File: src/comp_ctrl_pkg.sv
// Constants and types for the comparator control block
// Function
// - Bit 7 of control powers the comparator; read/write, clears at reset.
// - Control bit 6 is read-only and shows plus greater than minus.
// - Control bit 5 resamples the result on rising timer2 clock edges.
// - Control bit 4 inverts the result output polarity.
// - Control bits 3:1 route the minus input; other codes reserved.
// - Control bit 0 routes the plus input: ladder or port A pin 4.
// - Write-only select bit 7 drives the result onto port A pin 0.
// - Select bit 6 wakes the device when the result bit changes.
// - Select bits 5 and 4 choose high and low ladder range.
// - Select bits 3:0 pick one of sixteen ladder taps.
// - The comparator result is an interrupt request source.
package comp_ctrl_pkg;
    localparam int ADDR_W = 8;
    localparam int DATA_W = 8;
    localparam logic [7:0] ADDR_CTRL = 8'h18;
    localparam logic [7:0] ADDR_SEL = 8'h19;
    localparam logic [7:0] ADDR_STATUS = 8'h1a;
    localparam logic [7:0] ADDR_MASK = 8'h1b;
    localparam int CTRL_EN_BIT = 7;
    localparam int CTRL_RES_BIT = 6;
    localparam int CTRL_SAMPLE_BIT = 5;
    localparam int CTRL_INV_BIT = 4;
    localparam int CTRL_MINUS_LSB = 1;
    localparam int CTRL_PLUS_BIT = 0;
    localparam int SEL_OUT_BIT = 7;
    localparam int SEL_WAKE_BIT = 6;
    localparam int SEL_HIGH_BIT = 5;
    localparam int SEL_LOW_BIT = 4;
    localparam int SEL_LEVEL_LSB = 0;
    localparam int STAT_RISE_BIT = 0;
    localparam int STAT_FALL_BIT = 1;
    localparam int STAT_W = 2;
    localparam logic [7:0] CTRL_RESET = 8'h00;
    localparam logic [7:0] SEL_RESET = 8'h00;
    localparam logic [1:0] STAT_RESET = 2'h0;
    localparam logic [1:0] MASK_RESET = 2'h0;
    localparam int SYNC_STAGES = 3;
    typedef enum logic [2:0] {
        MINUS_PORT_A_PIN3 = 3'b000,
        MINUS_PORT_A_PIN4 = 3'b001,
        MINUS_BANDGAP = 3'b010,
        MINUS_LADDER = 3'b011,
        MINUS_RSVD4 = 3'b100,
        MINUS_PORT_B_PIN7 = 3'b101,
        MINUS_RSVD6 = 3'b110,
        MINUS_RSVD7 = 3'b111
    } minus_sel_t;
    typedef enum logic {
        PLUS_LADDER = 1'b0,
        PLUS_PORT_A_PIN4 = 1'b1
    } plus_sel_t;
endpackage

File: src/comparator_control_logic.sv
// Comparator control registers, result path, wake and interrupt logic
//
// The address-and-strobe port was chosen for this implementation.
`timescale 1ns/1ps
module comparator_control_logic (
    // Clock and reset
    input wire logic sys_clk,
    input wire logic rst,
    // Register port
    input wire logic [comp_ctrl_pkg::ADDR_W-1:0] regAddr,
    input wire logic [comp_ctrl_pkg::DATA_W-1:0] regWrData,
    input wire logic regWr,
    input wire logic regRd,
    output logic [comp_ctrl_pkg::DATA_W-1:0] regRdData,
    // Analog comparator and timer2 clock
    input wire logic compRaw,
    input wire logic timer2Clock,
    output logic compPower,
    output comp_ctrl_pkg::minus_sel_t minusSel,
    output comp_ctrl_pkg::plus_sel_t plusSel,
    output logic rangeHigh,
    output logic rangeLow,
    output logic [3:0] ladderLevel,
    // Port A pin 0 drive
    output logic portAPin0Out,
    output logic portAPin0Oe_n,
    // Result, wake and interrupt
    output logic compResultOut,
    output logic wakeReq,
    output logic irq
);
    import comp_ctrl_pkg::*;

    typedef struct packed {
        logic [7:0] ctrl;
        logic [7:0] sel;
        logic [STAT_W-1:0] status;
        logic [STAT_W-1:0] mask;
        logic [DATA_W-1:0] rdData;
        logic resPrev;
        logic outRes;
        logic t2Prev;
        logic wake;
        logic pinOut;
        logic pinOe_n;
        logic irq;
    } state_t;

    state_t s_r;
    state_t s_nxt;
    logic resultSync;
    logic t2Sync;
    logic effRes;
    logic invRes;
    logic t2Rise;
    logic [STAT_W-1:0] statSet;
    logic [STAT_W-1:0] statClr;

    pin_sync #(.STAGES(SYNC_STAGES)) u_res_sync (
        .sys_clk(sys_clk),
        .rst(rst),
        .asyncIn(compRaw),
        .levelOut(resultSync)
    );

    pin_sync #(.STAGES(SYNC_STAGES)) u_t2_sync (
        .sys_clk(sys_clk),
        .rst(rst),
        .asyncIn(timer2Clock),
        .levelOut(t2Sync)
    );

    always_comb begin
        s_nxt = s_r;
        // Unpowered comparator reads as low
        effRes = s_r.ctrl[CTRL_EN_BIT] & resultSync;
        invRes = effRes ^ s_r.ctrl[CTRL_INV_BIT];
        t2Rise = t2Sync & ~s_r.t2Prev;
        s_nxt.t2Prev = t2Sync;
        if (s_r.ctrl[CTRL_SAMPLE_BIT]) begin
            if (t2Rise) begin
                s_nxt.outRes = invRes;
            end
        end else begin
            s_nxt.outRes = invRes;
        end
        s_nxt.resPrev = effRes;
        s_nxt.wake = s_r.sel[SEL_WAKE_BIT] & (effRes != s_r.resPrev);
        statSet = '0;
        statSet[STAT_RISE_BIT] = s_nxt.outRes & ~s_r.outRes;
        statSet[STAT_FALL_BIT] = ~s_nxt.outRes & s_r.outRes;
        statClr = '0;
        if (regWr) begin
            unique case (regAddr)
                ADDR_CTRL: begin
                    // Result bit is not writable
                    s_nxt.ctrl = regWrData;
                    s_nxt.ctrl[CTRL_RES_BIT] = 1'b0;
                end
                ADDR_SEL: s_nxt.sel = regWrData;
                ADDR_STATUS: statClr = regWrData[STAT_W-1:0];
                ADDR_MASK: s_nxt.mask = regWrData[STAT_W-1:0];
                default: ;
            endcase
        end
        // Set wins over a clear in the same cycle
        s_nxt.status = (s_r.status & ~statClr) | statSet;
        s_nxt.rdData = '0;
        if (regRd) begin
            unique case (regAddr)
                ADDR_CTRL: begin
                    s_nxt.rdData = s_r.ctrl;
                    s_nxt.rdData[CTRL_RES_BIT] = effRes;
                end
                ADDR_STATUS: s_nxt.rdData = {{(DATA_W-STAT_W){1'b0}}, s_r.status};
                ADDR_MASK: s_nxt.rdData = {{(DATA_W-STAT_W){1'b0}}, s_r.mask};
                default: s_nxt.rdData = '0;
            endcase
        end
        s_nxt.pinOut = s_nxt.sel[SEL_OUT_BIT] & s_nxt.outRes;
        s_nxt.pinOe_n = ~s_nxt.sel[SEL_OUT_BIT];
        s_nxt.irq = |(s_nxt.status & s_nxt.mask);
    end

    always_ff @(posedge sys_clk) begin
        if (rst) begin
            s_r <= '{ctrl: CTRL_RESET, sel: SEL_RESET, status: STAT_RESET,
                     mask: MASK_RESET, rdData: '0, resPrev: 1'b0, outRes: 1'b0,
                     t2Prev: 1'b0, wake: 1'b0, pinOut: 1'b0, pinOe_n: 1'b1,
                     irq: 1'b0};
        end else begin
            s_r <= s_nxt;
        end
    end

    assign regRdData = s_r.rdData;
    assign compPower = s_r.ctrl[CTRL_EN_BIT];
    assign minusSel = minus_sel_t'(s_r.ctrl[CTRL_MINUS_LSB +: 3]);
    assign plusSel = plus_sel_t'(s_r.ctrl[CTRL_PLUS_BIT]);
    assign rangeHigh = s_r.sel[SEL_HIGH_BIT];
    assign rangeLow = s_r.sel[SEL_LOW_BIT];
    assign ladderLevel = s_r.sel[SEL_LEVEL_LSB +: 4];
    assign portAPin0Out = s_r.pinOut;
    assign portAPin0Oe_n = s_r.pinOe_n;
    assign compResultOut = s_r.outRes;
    assign wakeReq = s_r.wake;
    assign irq = s_r.irq;
endmodule

File: src/pin_sync.sv
// Three-stage synchroniser with agreement filter for an asynchronous level
`timescale 1ns/1ps
module pin_sync #(
    parameter int STAGES = 3
) (
    // Clock and reset
    input wire logic sys_clk,
    input wire logic rst,
    // Asynchronous level in, filtered level out
    input wire logic asyncIn,
    output logic levelOut
);
    logic [STAGES-1:0] chain_r;
    logic level_r;

    // Level moves only when the last two stages agree
    always_ff @(posedge sys_clk) begin
        if (rst) begin
            chain_r <= '0;
            level_r <= 1'b0;
        end else begin
            chain_r <= {chain_r[STAGES-2:0], asyncIn};
            if (chain_r[STAGES-1] == chain_r[STAGES-2]) begin
                level_r <= chain_r[STAGES-1];
            end
        end
    end

    assign levelOut = level_r;
endmodule

File: config.mk
export PLATFORM = sky130hd
export DESIGN_NAME = comparator_control_logic
export DESIGN_NICKNAME = d
export VERILOG_FILES = /design/src/comp_ctrl_pkg.sv /design/src/comparator_control_logic.sv /design/src/pin_sync.sv
export SDC_FILE = /design/constraint.sdc
export NUM_CORES = 1
export LEC_CHECK = 0
export BUFFER_PORTS_ARGS = -buffer_cell sky130_fd_sc_hd__buf_4
export CAP_MARGIN = 20
export CORE_ASPECT_RATIO = 0.7
export CORE_MARGIN = 5
export CORE_UTILIZATION = 45
export DETAILED_ROUTE_END_ITERATION = 16
export PLACE_DENSITY = 0.73
export SETUP_SLACK_MARGIN = 0.3
export SYNTH_ARGS = -nofsm -noshare
export SYNTH_HDL_FRONTEND = slang
export SYNTH_HIERARCHICAL = 1
export SYNTH_SLANG_ARGS = --single-unit
export TNS_END_PERCENT = 10
File: constraint.sdc
create_clock -name sys_clk -period 1.4 [get_ports sys_clk]
set_input_delay 0.07 -clock sys_clk [delete_from_list [all_inputs] [get_ports sys_clk]]
set_output_delay 0.07 -clock sys_clk [all_outputs]
set_load 0.05 [all_outputs]
==> impl_summary.log <==
INFO  metric synth-adder-area-share = 0%
INFO  metric swShare = about a fifth
INFO  metric max_cap_viol_count = 0
INFO  metric via_to_cell_ratio = 4.74
INFO  metric cts_max_level = 2
INFO  metric hp-start = regWrData[4]
INFO  metric post_synthesis_net_count = 178
INFO  metric tritoncts.num_buffers = 5
INFO  metric synth.lib_cells_used.distinct = 31
INFO  metric worstPathCellList = buf_4 > or4b_4 > o31ai_2 > o31a_1 > buf_4 > nor2_1
INFO  metric register_cell_area_after_layout = 848 sq um
INFO  metric ir_worst_vdd = 0.000760 V
INFO  metric yosys.area.top_type = dfxtp_1
INFO  metric timing.critical_path.fanout_max = 3
INFO  metric areaGrowthSynthToFinish = 33.3%
INFO  metric post_synth_and_or_nand_nor_area_fraction = 20.9%
INFO  metric post_synth_mux_area_share = 12.6%
INFO  metric grt_setup_unrepaired = yes
INFO  metric pwr_density_cell = 1030 mW/mm^2
INFO  metric floorplan.initialDensity = 46.2%
INFO  metric final.min_clock_period = around 1.2 ns
INFO  metric number_of_antenna_violations_at_the_first_check_in_global_routing = 0
INFO  metric setup_viol_count_final = 0
INFO  metric cpLargestDelayFamily = simple AND/OR/NAND/NOR gates
INFO  metric place.detailed.hpwl = 2440 microns
INFO  metric grt_overflow = 0
INFO  metric outcome = complete, no violations
INFO  metric synth_flop_cell = dfxtp_1
INFO  metric reg2regPathDepth = 4
INFO  metric netlist_area = 0.00160 sq mm
INFO  metric count_of_buffers_inserted_at_the_top_level_ports = 45
INFO  metric holdCritPathClass = in -> reg
INFO  metric clk_pin_slew_worst_paths = 0.08 ns
INFO  metric clkLatencyLatePin = 0.30 ns
INFO  metric cp_num_buf_inv = 2
INFO  metric tritoncts_num_sinks = 42
INFO  metric grt_pass1_vias = 1174
INFO  metric worstMarginPinSlew = 0.333 ns
INFO  metric route.detailed.wl_per_inst = 13.8 microns
INFO  metric syn_inst = about 160
INFO  metric arrival = approximately 1.4 ns
INFO  metric antenna_cells = 0
INFO  metric detail_route.iter0.violations = between 50 and 60
INFO  metric wire_length_of_the_first_global_routing_pass = ~5200 microns
INFO  metric antenna_left = 0
INFO  metric dr_total_vias = 1184
INFO  metric net-switching-power = 0.442 mW
INFO  metric start_kind = primary input
INFO  metric clock-skew-final = around 0.011 ns
INFO  metric slew_headroom = 77.7%
INFO  metric die_height = 59.9 microns
INFO  metric async_reset_ff_share = 0%
INFO  metric timing.critical_path.mode_cell = buf_4
INFO  metric power.internal = about 1.8 mW
INFO  metric synth.ff_latch_count = 42
INFO  metric post-route-period-util = between 80% and 90%
INFO  metric grt_util_all_layers = 14.9%
INFO  metric critPathRequiredTime = 1.58 ns
INFO  metric end_of_the_worst_register_to_register_path = irq$_SDFF_PP0_
INFO  metric post_synth_xor_area_fraction = between 1 and 1.5%
INFO  metric synth.yosys.warnings = 6
INFO  metric crit_slowest_cell = or4b_4
INFO  metric clk_network_pwr_share = between 40% and 50%
INFO  metric dieArea = about 0.0049 sq mm
INFO  metric footprint_of_the_multi_input_gates = 681 sq um
INFO  metric combinational_family_with_the_most_area_after_synthesis = simple AND/OR/NAND/NOR gates
INFO  metric max-clock-path-buffers = 2
INFO  metric layout.filler_cells = 316
INFO  metric postLayoutCoreUtil = between 60% and 70%
INFO  metric crit_type = in -> reg
INFO  metric num-nets-final = around 220
INFO  metric chipWidth = slightly above 80 microns
INFO  metric placement_rows = 18
INFO  metric postLayoutCellArea = between 0.002 and 0.0025 sq mm
INFO  metric cts-root-buf = clkbuf_8
INFO  metric synth_compound_gate_area_share = 4.45%
INFO  metric synth_sequential_area_ratio = 52.5%
INFO  metric yosys.cell_count.top_type = dfxtp_1
INFO  metric capturing_element_type_of_the_critical_path = register
INFO  metric post-synth-top-area-fraction = 52.5%
INFO  metric regToRegSetupSlack = 0.22 ns
INFO  metric core-area = between 0.003 and 0.004 sq mm
INFO  metric avgSynthCellArea = 10.3 sq um
INFO  metric p_leak = approximately 1 nW
INFO  metric drc_errors = 0
INFO  metric min_delay_worst_endpoint = s_r[31]$_SDFFE_PP0P_
INFO  metric cts_tree = done
INFO  metric hold_depth = 3
INFO  metric num_io_pins = 46
INFO  metric drtPass1Iterations = 5
INFO  metric netlist_top_cells_area = dfxtp_1 (52%), mux2i_1 (12%), buf_4 (7.0%), nor2_1 (5.9%), nor2b_1 (3.1%)
INFO  metric timing.final.max_slew_violations = 0
INFO  metric power_frac_seq = between 50% and 60%
INFO  metric comb_power_share = 5.0%
INFO  metric timing.rr.start = compPower$_SDFFE_PP0P_
INFO  metric finalHoldViolations = 0
INFO  metric layout-drive-gt1-share = between 30 and 40%
INFO  metric number_of_enable_flip_flop_cells_after_synthesis = 0
INFO  metric synth_commonest_cells = dfxtp_1 (42), nor2_1 (25), mux2i_1 (19)
INFO  metric final_replace_weighted_congestion = between 0.8 and 0.9
INFO  metric grt_start_max_net_pins = 27
INFO  metric wirelength = 3460 microns
INFO  metric max_stage_delay = 0.58 ns
INFO  metric finalSetupTns = 0 ns
INFO  metric placed_cell_area = 0.00194 sq mm
INFO  metric timing.fmax = 828 MHz
-- worst max-delay path by stage --
stage / start / end / slack, ns / depth (start not counted)
after global placement: regAddr[7] / minusSel[2]$_SDFFE_PP0P_ / -0.03 / 6
after CTS: s_r[4]$_SDFF_PP0_ / irq$_SDFF_PP0_ / 0.18 / 4
after detailed placement: regAddr[7] / plusSel$_SDFFE_PP0P_ / -0.06 / 6
after global routing: compPower$_SDFFE_PP0P_ / s_r[17]$_SDFF_PP0_ / 0.16 / 5
final: regAddr[7] / s_r[17]$_SDFF_PP0_ / 0.19 / 6
after floorplan: regAddr[7] / plusSel$_SDFFE_PP0P_ / 0.07 / 4
-- power by group through the flow --
stage	registers (mW)	clock network, mW	logic [mW]
2_1_floorplan	1.23	0	0.0383
3_3_place_gp	1.23	0	0.103
3_5_place_dp	1.23	0	0.106
4_1_cts	1.20	0.909	0.109
5_1_grt	1.20	0.965	0.119
6_report	1.20	0.884	0.110
-- placed cells by master, fill, tap and decap left out, drive strengths merged, types with 2 or more instances in the layout --
master   n
buf     54
nand2    5
nor2b    8
nor3     4
dfxtp   42
mux2i   19
clkbuf   8
and2     7
o21ai    2
nand4    2
nand2b   2
a21oi    4
inv      2
nor2    25
xor2     2
-- stage by stage --
| stage | power [mW] | cells | setup WS, ns | hold slack, ns |
|---|---|---|---|---|
| after floorplan | 1.27 | 156 | 0.0689 | 0.139 |
| after global placement | 1.33 | 238 | -0.0287 | 0.282 |
| after detailed placement | 1.34 | 238 | -0.0611 | 0.291 |
| after CTS | 2.22 | 248 | 0.182 | 0.00821 |
| after global routing | 2.29 | 250 | 0.161 | 0.0170 |
| final | 2.20 | 250 | 0.193 | 0.0228 |
-- area by class of cell --
type	instances	share of cell area [%]
Clock buffer	8	5.15
Inverter	2	0.351
Multi-Input combinational cell	93	31.9
Sequential cell	42	39.7
Tap cell	50	2.93
Timing Repair Buffer	55	20.0
-- cell families (layout without fill, tap and decap cells) --
kind of cell              after synthesis  count (layout)
muxes                                  20              20
xor gates and xnor gates                2               2
and+or+nand+nor                        60              60
DFF                                    42              42
AOI/OAI and AO/OA                      11              11
buffers and inverters                  21              65
-- flip-flops by register name (all words and copies together) (netlist names), 3 cells and up --
name                cells
regRdData               8
ladderLevel             4
u_t2_sync/chain_r       3
u_res_sync/chain_r      3
s_r                    10
minusSel                3
-- worst min-delay path: cells and delay by family --
family	cells	cell delay (ns)
buffers and inverters	1	0.08
AND/OR/NAND/NOR	1	0.07
multiplexers	1	0.06
-- repair_timing --
action / 4_1_cts / 5_1_grt
gates resized for setup: 4 / 8
hold endpoints to repair: 1 / 0
hold buffers: 1 / 0
setup buffers: 1 / 2
endpoints found under the setup margin: 9 / 12
pin swaps: 2 / 2
-- routing by layer --
layer / share of wire, % / global-route usage [%] / routed length [microns]
met4: 2.1 / 8.19 / 72
met1: 43 / 16.6 / 1490
met5: 0 / 0 / 0
met2: 46 / 25.1 / 1590
met3: 8.8 / 5.12 / 304
Power figures use the tool's default switching activity.
